[config.mk]
export PLATFORM = sky130hd
export DESIGN_NAME = ref_divider_switchover_cfg
export DESIGN_NICKNAME = d
export VERILOG_FILES = /design/src/verilog/ref_cfg_pkg.sv /design/src/verilog/ratio_source_mux.sv /design/src/verilog/ref_divider_switchover_cfg.sv
export SDC_FILE = /design/constraint.sdc
export NUM_CORES = 1
export LEC_CHECK = 0
export ABC_AREA = 1
export BUFFER_PORTS_ARGS = -buffer_cell sky130_fd_sc_hd__clkbuf_2
export CAP_MARGIN = 20
export CORE_UTILIZATION = 40
export CTS_CLUSTER_DIAMETER = 30
export DETAILED_ROUTE_END_ITERATION = 7
export GPL_TIMING_DRIVEN = 0
export PLACE_DENSITY = 0.66
export SLEW_MARGIN = 40
export SYNTH_ARGS = -nofsm -noshare
export SYNTH_HDL_FRONTEND = slang
export SYNTH_SLANG_ARGS = --single-unit
export TNS_END_PERCENT = 5
[constraint.sdc]
create_clock -name clk -period 1.4 [get_ports clk]
set_input_delay 0.07 -clock clk [delete_from_list [all_inputs] [get_ports clk]]
set_output_delay 0.07 -clock clk [all_outputs]
set_load 0.01 [all_outputs]
[src/verilog/ref_cfg_pkg.sv]
// Register map, field positions and reset values of the second reference,
// oscillator divider and switchover configuration slice.
// Assumes an 8-bit register port with 8-bit addresses, one clock, sync reset.
package ref_cfg_pkg;

   // Register addresses
   localparam logic [7:0] ADDR_SEC_DIV_HI   = 8'h23;
   localparam logic [7:0] ADDR_SEC_DIV_LO   = 8'h24;
   localparam logic [7:0] ADDR_SEC_CTRL     = 8'h25;
   localparam logic [7:0] ADDR_RSVD_26      = 8'h26;
   localparam logic [7:0] ADDR_OSC_DIV_HI   = 8'h27;
   localparam logic [7:0] ADDR_OSC_DIV_LO   = 8'h28;
   localparam logic [7:0] ADDR_SWITCH_CTRL  = 8'h29;
   localparam logic [7:0] ADDR_LAST_SLICE   = 8'h31;

   // Field positions
   localparam int BIT_DIV_SPI_SRC   = 1;
   localparam int BIT_DBL_SPI_SRC   = 7;
   localparam int BIT_DBL_SELECT    = 6;
   localparam int BIT_PRE_SPI_SRC   = 5;
   localparam int BIT_PRE_SELECT    = 4;
   localparam int BIT_DIFF_ENABLE   = 5;
   localparam int POS_SWITCH_MODE   = 6;

   // Masks of implemented bits; everything else reads zero
   localparam logic [7:0] MASK_DIV_LO = 8'hFE;
   localparam logic [7:0] MASK_CTRL   = 8'hF0;
   localparam logic [7:0] MASK_SWITCH = 8'hE0;

   // Reset values: divider fields 8192 and 4096, all control bits zero
   localparam logic [13:0] RST_SEC_DIV  = 14'h2000;
   localparam logic [13:0] RST_OSC_DIV  = 14'h1000;
   localparam logic [7:0]  RST_ZERO     = 8'h00;

   // Switchover modes
   typedef enum logic [1:0]
   {
      SW_REVERTIVE    = 2'h0,
      SW_NONREVERTIVE = 2'h1,
      SW_FORCE_FIRST  = 2'h2,
      SW_FORCE_SECOND = 2'h3
   } switch_mode_t;

endpackage : ref_cfg_pkg

[src/verilog/ratio_source_mux.sv]
// Chooses between a strap-derived and a register-derived setting.
// Assumes both inputs are on clk; the output is registered.
`timescale 1ns/1ps
module ratio_source_mux #(
   parameter int WIDTH = 14
) (
   // Clock and reset
   input  wire logic             clk,
   input  wire logic             srst,
   // Sources
   input  wire logic             use_register,
   input  wire logic [WIDTH-1:0] strap_value,
   input  wire logic [WIDTH-1:0] register_value,
   input  wire logic [WIDTH-1:0] reset_value,
   // Chosen setting
   output logic      [WIDTH-1:0] chosen
);

   // Register field only counts while its enable bit is set
   wire [WIDTH-1:0] chosen_next = use_register ? register_value : strap_value;

   // Registered so top outputs come straight from a flip-flop
   always_ff @(posedge clk)
   begin
      if (srst)
         chosen <= reset_value;
      else
         chosen <= chosen_next;
   end

endmodule : ratio_source_mux

[src/verilog/ref_divider_switchover_cfg.sv]
// Configuration slice at second_ref_divider_high..0x31: second reference divider, doubler and
// prescaler, oscillator divider, switchover mode and differential pairing.
// Assumes a serial-port decoder elsewhere hands over byte writes and reads
// on clk, and a strap lookup delivers its ratios already on clk.
`timescale 1ns/1ps

// Summary of operation
// - Second reference divider is 14 bits: second_ref_divider_high holds 13:6, second_ref_divider_low_and_source[7:2] holds 5:0.
// - Second reference divider field resets to 8192, used only when second_ref_divider_low_and_source[1] set.
// - second_ref_divider_low_and_source[1] picks strap lookup (0) or register value (1) for that divider.
// - second_ref_doubler_prescaler_control[7] picks strap lookup (0) or bit 6 (1) for doubler choice.
// - second_ref_doubler_prescaler_control[6] bypasses (0) or inserts (1) the doubler, only while bit 7 set.
// - second_ref_doubler_prescaler_control[5] picks strap lookup (0) or bit 4 (1) for divide-by-5 prescaler.
// - second_ref_doubler_prescaler_control[4] bypasses (0) or inserts (1) the prescaler, only while bit 5 set.
// - Oscillator divider is 14 bits: oscillator_divider_high holds 13:6, oscillator_divider_low_and_source[7:2] holds 5:0.
// - Oscillator divider field resets to 4096, used only when oscillator_divider_low_and_source[1] set.
// - oscillator_divider_low_and_source[1] picks strap lookup (0) or register value (1) for oscillator ratio.
// - switchover_and_differential_control[7:6] switchover: revertive, nonrevertive, force first, force second.
// - switchover_and_differential_control[5] pairs reference pins as one differential input, second channel off.
module ref_divider_switchover_cfg (
   // Clock and reset
   input  wire logic        clk,
   input  wire logic        srst,
   // Register port from the serial decoder
   input  wire logic        reg_wr,
   input  wire logic        reg_rd,
   input  wire logic [7:0]  reg_addr,
   input  wire logic [7:0]  reg_wdata,
   output logic      [7:0]  reg_rdata,
   output logic             reg_hit,
   // Strap lookup results
   input  wire logic [13:0] strap_second_ratio,
   input  wire logic        strap_second_doubler,
   input  wire logic        strap_second_prescaler,
   input  wire logic [13:0] strap_oscillator_ratio,
   // Effective settings to the synthesis path
   output logic [13:0]      second_divide_ratio,
   output logic             second_doubler_insert,
   output logic             second_prescaler_insert,
   output logic [13:0]      oscillator_divide_ratio,
   output logic [1:0]       switchover_mode,
   output logic             differential_reference_enable,
   output logic             second_channel_enable
);

   // Stored fields
   logic [13:0] sec_div_reg;
   logic        sec_src_reg;
   logic [3:0]  sec_ctrl_reg;
   logic [13:0] osc_div_reg;
   logic        osc_src_reg;
   logic [1:0]  sw_mode_reg;
   logic        diff_reg;

   // Address decode
   wire wr_hi_b  = reg_wr && (reg_addr == ref_cfg_pkg::ADDR_SEC_DIV_HI);
   wire wr_lo_b  = reg_wr && (reg_addr == ref_cfg_pkg::ADDR_SEC_DIV_LO);
   wire wr_ctl_b = reg_wr && (reg_addr == ref_cfg_pkg::ADDR_SEC_CTRL);
   wire wr_hi_x  = reg_wr && (reg_addr == ref_cfg_pkg::ADDR_OSC_DIV_HI);
   wire wr_lo_x  = reg_wr && (reg_addr == ref_cfg_pkg::ADDR_OSC_DIV_LO);
   wire wr_sw    = reg_wr && (reg_addr == ref_cfg_pkg::ADDR_SWITCH_CTRL);

   // Read image; unused bits and reserved_after_second_ref, 0x2A..0x31 read zero
   logic [7:0] rdata_next;
   always_comb
   begin
      case (reg_addr)
         ref_cfg_pkg::ADDR_SEC_DIV_HI:  rdata_next = sec_div_reg[13:6];
         ref_cfg_pkg::ADDR_SEC_DIV_LO:  rdata_next = {sec_div_reg[5:0], sec_src_reg, 1'b0};
         ref_cfg_pkg::ADDR_SEC_CTRL:    rdata_next = {sec_ctrl_reg, 4'h0};
         ref_cfg_pkg::ADDR_OSC_DIV_HI:  rdata_next = osc_div_reg[13:6];
         ref_cfg_pkg::ADDR_OSC_DIV_LO:  rdata_next = {osc_div_reg[5:0], osc_src_reg, 1'b0};
         ref_cfg_pkg::ADDR_SWITCH_CTRL: rdata_next = {sw_mode_reg, diff_reg, 5'h00};
         default:                       rdata_next = ref_cfg_pkg::RST_ZERO;
      endcase
   end

   // Whole slice second_ref_divider_high..0x31 answers, reserved addresses included
   wire hit_next = reg_rd && (reg_addr >= ref_cfg_pkg::ADDR_SEC_DIV_HI) &&
                   (reg_addr <= ref_cfg_pkg::ADDR_LAST_SLICE);

   // Read answer one cycle after the strobe
   always_ff @(posedge clk)
   begin
      if (srst)
      begin
         reg_rdata <= ref_cfg_pkg::RST_ZERO;
         reg_hit   <= 1'b0;
      end
      else
      begin
         reg_rdata <= reg_rd ? rdata_next : ref_cfg_pkg::RST_ZERO;
         reg_hit   <= hit_next;
      end
   end

   // Second reference fields; masked so unused bits never store
   always_ff @(posedge clk)
   begin
      if (srst)
      begin
         sec_div_reg  <= ref_cfg_pkg::RST_SEC_DIV;
         sec_src_reg  <= 1'b0;
         sec_ctrl_reg <= 4'h0;
      end
      else
      begin
         if (wr_hi_b)
            sec_div_reg[13:6] <= reg_wdata;
         if (wr_lo_b)
         begin
            sec_div_reg[5:0] <= reg_wdata[7:2];
            sec_src_reg      <= reg_wdata[ref_cfg_pkg::BIT_DIV_SPI_SRC];
         end
         if (wr_ctl_b)
            sec_ctrl_reg <= reg_wdata[ref_cfg_pkg::BIT_PRE_SELECT +: 4];
      end
   end

   // Oscillator divider and switchover fields
   always_ff @(posedge clk)
   begin
      if (srst)
      begin
         osc_div_reg <= ref_cfg_pkg::RST_OSC_DIV;
         osc_src_reg <= 1'b0;
         sw_mode_reg <= ref_cfg_pkg::SW_REVERTIVE;
         diff_reg    <= 1'b0;
      end
      else
      begin
         if (wr_hi_x)
            osc_div_reg[13:6] <= reg_wdata;
         if (wr_lo_x)
         begin
            osc_div_reg[5:0] <= reg_wdata[7:2];
            osc_src_reg      <= reg_wdata[ref_cfg_pkg::BIT_DIV_SPI_SRC];
         end
         if (wr_sw)
         begin
            sw_mode_reg <= reg_wdata[ref_cfg_pkg::POS_SWITCH_MODE +: 2];
            diff_reg    <= reg_wdata[ref_cfg_pkg::BIT_DIFF_ENABLE];
         end
      end
   end

   // Control bits decoded from the stored nibble of second_ref_doubler_prescaler_control
   wire dbl_spi = sec_ctrl_reg[ref_cfg_pkg::BIT_DBL_SPI_SRC - 4];
   wire dbl_sel = sec_ctrl_reg[ref_cfg_pkg::BIT_DBL_SELECT - 4];
   wire pre_spi = sec_ctrl_reg[ref_cfg_pkg::BIT_PRE_SPI_SRC - 4];
   wire pre_sel = sec_ctrl_reg[ref_cfg_pkg::BIT_PRE_SELECT - 4];

   // Divider sources; one mux each so both paths behave alike
   ratio_source_mux #(.WIDTH(14)) u_second_ratio (
      .clk            (clk),
      .srst           (srst),
      .use_register   (sec_src_reg),
      .strap_value    (strap_second_ratio),
      .register_value (sec_div_reg),
      .reset_value    (ref_cfg_pkg::RST_SEC_DIV),
      .chosen         (second_divide_ratio)
   );

   ratio_source_mux #(.WIDTH(14)) u_osc_ratio (
      .clk            (clk),
      .srst           (srst),
      .use_register   (osc_src_reg),
      .strap_value    (strap_oscillator_ratio),
      .register_value (osc_div_reg),
      .reset_value    (ref_cfg_pkg::RST_OSC_DIV),
      .chosen         (oscillator_divide_ratio)
   );

   ratio_source_mux #(.WIDTH(1)) u_doubler (
      .clk            (clk),
      .srst           (srst),
      .use_register   (dbl_spi),
      .strap_value    (strap_second_doubler),
      .register_value (dbl_sel),
      .reset_value    (1'b0),
      .chosen         (second_doubler_insert)
   );

   ratio_source_mux #(.WIDTH(1)) u_prescaler (
      .clk            (clk),
      .srst           (srst),
      .use_register   (pre_spi),
      .strap_value    (strap_second_prescaler),
      .register_value (pre_sel),
      .reset_value    (1'b0),
      .chosen         (second_prescaler_insert)
   );

   // Differential pairing overrides switchover: the second channel is gone,
   // so switchover is pinned to the first reference
   wire [1:0] mode_next = diff_reg ? ref_cfg_pkg::SW_FORCE_FIRST : sw_mode_reg;

   always_ff @(posedge clk)
   begin
      if (srst)
      begin
         switchover_mode               <= ref_cfg_pkg::SW_REVERTIVE;
         differential_reference_enable <= 1'b0;
         second_channel_enable         <= 1'b1;
      end
      else
      begin
         switchover_mode               <= mode_next;
         differential_reference_enable <= diff_reg;
         second_channel_enable         <= ~diff_reg;
      end
   end

   // Checks on the effective settings
   a_second_div_src: assert property (@(posedge clk) disable iff (srst)
      ##1 !$past(srst) |-> second_divide_ratio ==
         ($past(sec_src_reg) ? $past(sec_div_reg) : $past(strap_second_ratio)))
      else $error("second divider source wrong");
   a_osc_div_src: assert property (@(posedge clk) disable iff (srst)
      ##1 !$past(srst) |-> oscillator_divide_ratio ==
         ($past(osc_src_reg) ? $past(osc_div_reg) : $past(strap_oscillator_ratio)))
      else $error("oscillator divider source wrong");
   a_doubler_gate: assert property (@(posedge clk) disable iff (srst)
      !dbl_spi ##1 !$past(srst) |-> second_doubler_insert == $past(strap_second_doubler))
      else $error("doubler select used while disabled");
   a_prescale_gate: assert property (@(posedge clk) disable iff (srst)
      pre_spi && pre_sel ##1 1'b1 |-> second_prescaler_insert)
      else $error("prescaler select not applied");
   a_div_write_lo: assert property (@(posedge clk) disable iff (srst)
      wr_lo_b |=> sec_div_reg[5:0] == $past(reg_wdata[7:2]))
      else $error("second divider low bits not stored");
   a_osc_write_hi: assert property (@(posedge clk) disable iff (srst)
      wr_hi_x |=> osc_div_reg[13:6] == $past(reg_wdata))
      else $error("oscillator divider high bits not stored");
   a_diff_mode: assert property (@(posedge clk) disable iff (srst)
      diff_reg ##1 1'b1 |-> !second_channel_enable &&
         switchover_mode == ref_cfg_pkg::SW_FORCE_FIRST)
      else $error("differential mode leaves second channel on");
   a_switch_mode: assert property (@(posedge clk) disable iff (srst)
      wr_sw && !reg_wdata[5] ##1 !wr_sw ##1 1'b1 |-> switchover_mode == $past(reg_wdata[7:6], 2))
      else $error("switchover mode not applied");
   a_unused_zero: assert property (@(posedge clk) disable iff (srst)
      reg_rd && reg_addr == ref_cfg_pkg::ADDR_RSVD_26 |=> reg_rdata == 8'h00 && reg_hit)
      else $error("reserved register not read as zero");

endmodule : ref_divider_switchover_cfg

# Yosys cells after proc, flatten, opt, wreduce, memory -nomap -nowiden
# Cells that the tools add are included.
[totals] ff_bits=80 latchBits=0 ramBits=0 romBits=0 output_inout_bits=43 elab_cells=45 n_memories=0
[op_classes] n_addsub=0 n_mul=0 n_div=0 n_lt_le_gt_ge=2 n_eq_ne=6 shifts=0 mux=6 bitwise_logic=2 reduce_logical=10
[op_table] op="8-bit by 6-bit == test with 1-bit output, second input constant" n=6
[op_table] op="8-bit case mux with 6 select lines" n=1
[op_table] op="14-bit 2-to-1 mux" n=2
[op_table] op="8-bit by 6-bit >= comparator with 1-bit output, second input constant" n=1
[op_table] op="8-bit by 6-bit <= comparator with 1-bit output, second input constant" n=1
[op_table] op="1-bit logical AND" n=8
[op_table] op="2-bit OR reduction" n=2
[op_table] op="1-bit 2-to-1 mux" n=2
[op_table] op="2-bit 2-to-1 mux" n=1
[op_table] op="1-bit inverter" n=2

# Depth between registers and ports, before layout
[depth] word_depth=3 mapped_depth=8 depth_no_buf=8

# Modules after synthesis
# From an unflattened synthesis, not the netlist that was laid out.
[hier_totals] cells_unflattened=543 hier_area_um2=3657.3
[by_module_without_submodules] module="ref_divider_switchover_cfg" n_inst=1 cells_per_inst=287 area_per_inst_um2=2143.3 seq_area_each_um2=1001.0
[by_module_without_submodules] module="ratio_source_mux (u_osc_ratio ...)" n_inst=2 cells_per_inst=118 area_per_inst_um2=701.9 seq_area_each_um2=280.3
[by_module_without_submodules] module="ratio_source_mux (u_doubler ...)" n_inst=2 cells_per_inst=10 area_per_inst_um2=55.1 seq_area_each_um2=20.0

# Worst setup path after synthesis
# No wires, ideal clock.
[synth_path] kind="register to register" from="reg sec_src_reg" to="reg u_second_ratio.chosen[4]" t_arrival_ps=917 slack_ps=367 path_stages_with_launch=6 n_path_buf=2 period_less_slack_ps=1033 cell_sequence="dfxtp_1 clkbuf_1 inv_1 clkbuf_1 nor2_1 nor2_1"
[synth_between] elab_chain_cells=1
[synth_lines] element="start: declaration" line="ref_divider_switchover_cfg.sv:48" source="logic sec_src_reg;"
[synth_lines] element="start signal: assignment" line="ref_divider_switchover_cfg.sv:113" source="sec_src_reg <= reg_wdata[ref_cfg_pkg::BIT_DIV_SPI_SRC];"
[synth_lines] element="14-bit 2-to-1 mux" line="ratio_source_mux.sv:20" source="wire [WIDTH-1:0] chosen_next = use_register ? register_value : strap_value;"
[synth_lines] element="end signal: assignment" line="ratio_source_mux.sv:26" source="chosen <= reset_value;"
[synth_lines] element="end signal: assignment" line="ratio_source_mux.sv:28" source="chosen <= chosen_next;"
[synth_lines] element="end: declaration" line="ratio_source_mux.sv:16" source="output logic [WIDTH-1:0] chosen"
# Every way passes these cells.
# A chain may end at the register's enable or synchronous reset.

# Final worst setup path
[layout_path] from="reg osc_src_reg" to="reg u_osc_ratio.chosen[2]"
[layout_between] elab_chain_cells=1
[layout_lines] element="start: declaration" line="ref_divider_switchover_cfg.sv:51" source="logic osc_src_reg;"
[layout_lines] element="start signal: assignment" line="ref_divider_switchover_cfg.sv:137" source="osc_src_reg <= reg_wdata[ref_cfg_pkg::BIT_DIV_SPI_SRC];"
[layout_lines] element="14-bit 2-to-1 mux" line="ratio_source_mux.sv:20"
[layout_lines] element="end signal: assignment" line="ratio_source_mux.sv:26"
[layout_lines] element="end signal: assignment" line="ratio_source_mux.sv:28"
[layout_lines] element="end: declaration" line="ratio_source_mux.sv:16"
# Every way passes these cells.

==> key figures <==
Outcome
  • Status: finished, violations left
  • Violated checks: hold timing

STA
  • Slew Limit Headroom: 57.43%
  • Post-route minimum period: 1.236 ns
  • Worst-Margin Slew: 0.6386 ns
  • Setup Skew: 0.004704 ns
  • Tcrit/Tclk final: 88.29%
  • Unrepaired setup endpoints after global routing: no
  • Setup TNS: 0 ns
  • Fin. Hold Viols: 1
  • Max-slew violation count: 0
  • FMAX: 809.0 MHz
  • Post-route setup slack: 0.1639 ns
  • Min Hold Slack: -0.001484 ns
  • # setup viols final: 0

Layout
  • Number of diodes: 0
  • Fraction of layout cells with a size suffix above 1: 28.13%
  • Area Growth Syn to Fin: 34.09%
  • Multi-input gate area: 1469 um^2
  • Non-Filler Instances: 653
  • Reg area: 1602 um^2
  • Fill count: 751
  • # nets final: 596

Min path
  • HP Class: in2reg
  • Hold path cells: 3
  • Worst hold path startpoint: strap_oscillator_ratio[7]
  • Worst Hold Path EP: u_osc_ratio.chosen[7]

Synth
  • Synthesized flop and latch total: 80
  • Syn_area_per_cell: 7.978 um^2
  • Yosys cell types: 28
  • Ys async rst share: 0%
  • Seq/Total Area, Yosys: 48.37%
  • Mapped Area: 3311 um^2
  • Ys flop type: dfxtp_1
  • EDFF count, synth: 0
  • Synth warnings: 0
  • Synth Instances: 415
  • Net Count, Synth: 465

Run
  • Maxcap violations: 0

Clock network
  • Reg clk slew, reported paths: 0.08 ns
  • Root buf cell: clkbuf_8
  • Total setup buffers inserted after CTS: 0
  • H-Tree Depth: 3
  • TritonCTS Buffers: 9
  • Clk Latency, worst-skew pair: 0.35 ns
  • Clk sinks: 80
  • Max Buffers Root-to-Sink: 2
  • TritonCTS clock tree: done

Die
  • Die Area: 8644 um^2
  • Rows: 32
  • Core area: 7848 um^2
  • Die width: 92.98 um
  • Initial Util: 42.19%
  • Die Span Y: 92.98 um
  • I/O pin count: 93

Routing
  • DR vias: 3275
  • DRT Wirelength: 9371 um
  • DR WL/cell: 14.35 um
  • Vias/cell: 5.015
  • First-iteration detailed-routing DRC count: 163
  • Remaining DRCs: 0
  • Pre-antenna DRT Iters: 4
  • Number of nets still failing antenna checks after routing: 0

Setup path
  • R2R depth: 3
  • CP Max Fanout: 10
  • Arrival @ worst endpoint: 1.52 ns
  • R2R Path End: u_osc_ratio.chosen[2]
  • Critical R2R Launch: osc_src_reg
  • Worst EP required: 1.69 ns
  • R2R Setup Slk: 0.16 ns
  • Crit. End Element: flip-flop
  • Critical Path Start Type: flip-flop
  • CP Class: reg2reg

Placed design
  • Cells after DPL: 609
  • Worst slack, placed: 0.06316 ns
  • Post-DP HPWL: 6685 um
  • Placer Congestion: 0.8570
  • Port buffer count: 92

Global routing
  • Initial antenna violation count: 0
  • Largest net degree at the start of global routing: 14
  • Vias in the first global route: 3241
  • Total gr overflow: 0
  • First-pass GRT wire length: 15210 um
  • GRT Total Usage: 23.04%

Pwr
  • Max VDD drop: 0.0007016 V
  • Lkg Pwr: 1.991 nW
  • Pwr per Cell Area: 1096 nW/um^2
## cell type report
| class | count | area share, % |
|---|---|---|
| clock buffers | 11 | 3.410 |
| multi-input cells | 282 | 33.09 |
| plain buffers | 16 | 1.973 |
| clock inverters | 5 | 2.311 |
| inverters | 36 | 3.354 |
| repair buffers | 121 | 16.91 |
| flip-flops and latches | 80 | 36.08 |
| well taps | 102 | 2.875 |
## power breakdown
part	total [mW]	internal (mW)	leakage, nW	switching, mW
logic	0.419	0.182	1.21	0.238
clock network	2.11	1.28	0.126	0.829
registers	2.34	2.32	0.653	0.0135
total	4.86	3.78	1.99	1.08
## layer usage
metal	part of all wire, %	up-vias	track usage (%)
met5	0	-	0
met4	2.4	0	10.64
met3	6.1	20	4.472
met2	48	109	38.73
met1	44	1520	28.38
li1	-	1626	-
## cells in the mapped netlist (2+ instances only)
cell	count	area [um^2]
nor2_4	3	33.78
buf_4	3	22.52
clkbuf_1	11	41.29
nor2_1	69	259.0
o21ai_1	6	30.03
nand3_4	2	35.03
buf_6	2	22.52
inv_1	30	112.6
a21oi_2	7	61.31
inv_2	3	11.26
nand2_4	3	33.78
nand2_1	38	142.6
nand2_2	14	87.58
a21oi_1	36	180.2
nor2_8	4	80.08
nand3_1	44	220.2
o21ai_0	50	250.2
dfxtp_1	80	1602
## what timing repair did
action                                 in CTS  in global routing
hold buffers                               29                  0
resized for setup                           0                  0
endpoints found under the hold margin      30                  0
setup endpoints to repair                   0                 11
## how the worst max path moves through the flow
stage / cells after the start / to / slack, ns / from
finish: 3 / u_osc_ratio.chosen[2] / 0.16 / osc_src_reg
global route: 4 / u_second_ratio.chosen[6] / 0.02 / sec_src_reg
CTS: 4 / u_second_ratio.chosen[8] / 0.05 / sec_src_reg
detailed placement: 4 / u_second_ratio.chosen[10] / 0.06 / sec_src_reg
global placement: 4 / u_second_ratio.chosen[12] / 0.09 / sec_src_reg
floorplan: 5 / u_second_ratio.chosen[4] / 0.37 / sec_src_reg
## logic make-up after synthesis
group / Yosys count / share of synthesized area (%)
simple gates: 182 / 28.38
flops: 80 / 48.38
buf+inv: 53 / 7.256
compound gates: 100 / 15.99
## metrics by stage
stage | util [%] | total power, mW | instance area [um^2] | hold slack (ns)
after floorplan | - | 2.558 | 3311 | 0.1832
after global placement | 49.68 | 2.737 | 3899 | 0.2859
after detailed placement | 49.68 | 2.743 | 3899 | 0.2765
after CTS | 56.62 | 4.891 | 4443 | 0.001121
after global routing | 56.57 | 5.030 | 4439 | 0.02133
final | 56.57 | 4.863 | 4439 | -0.001484
## critical path, cell delays in order (launching register included)
cell	delay [ns]
dfxtp_1	0.50
clkbuf_1	0.36
o21ai_0	0.17
a21oi_1	0.14
## cell usage in the layout, fill, tap and decap left out, types with 2 or more instances in the layout
cell / netlist / final
clkbuf_2: 0 / 92
dfxtp_1: 80 / 80
nor2_1: 69 / 69
o21ai_0: 50 / 50
nand3_1: 44 / 44
nand2_1: 38 / 38
a21oi_1: 36 / 36
inv_1: 30 / 30
dlygate4sd3_1: 0 / 29
nand2_2: 14 / 14
clkbuf_8: 0 / 11
clkbuf_1: 11 / 10
a21oi_2: 7 / 7
o21ai_1: 6 / 6
nor2_8: 4 / 4
buf_4: 3 / 3
inv_2: 3 / 3
nand2_4: 3 / 3
nor2_4: 3 / 3
bufinv_16: 0 / 3
buf_6: 2 / 2
clkinv_2: 1 / 2
nand3_4: 2 / 2
No activity file was read; power rests on OpenSTA's default activity.
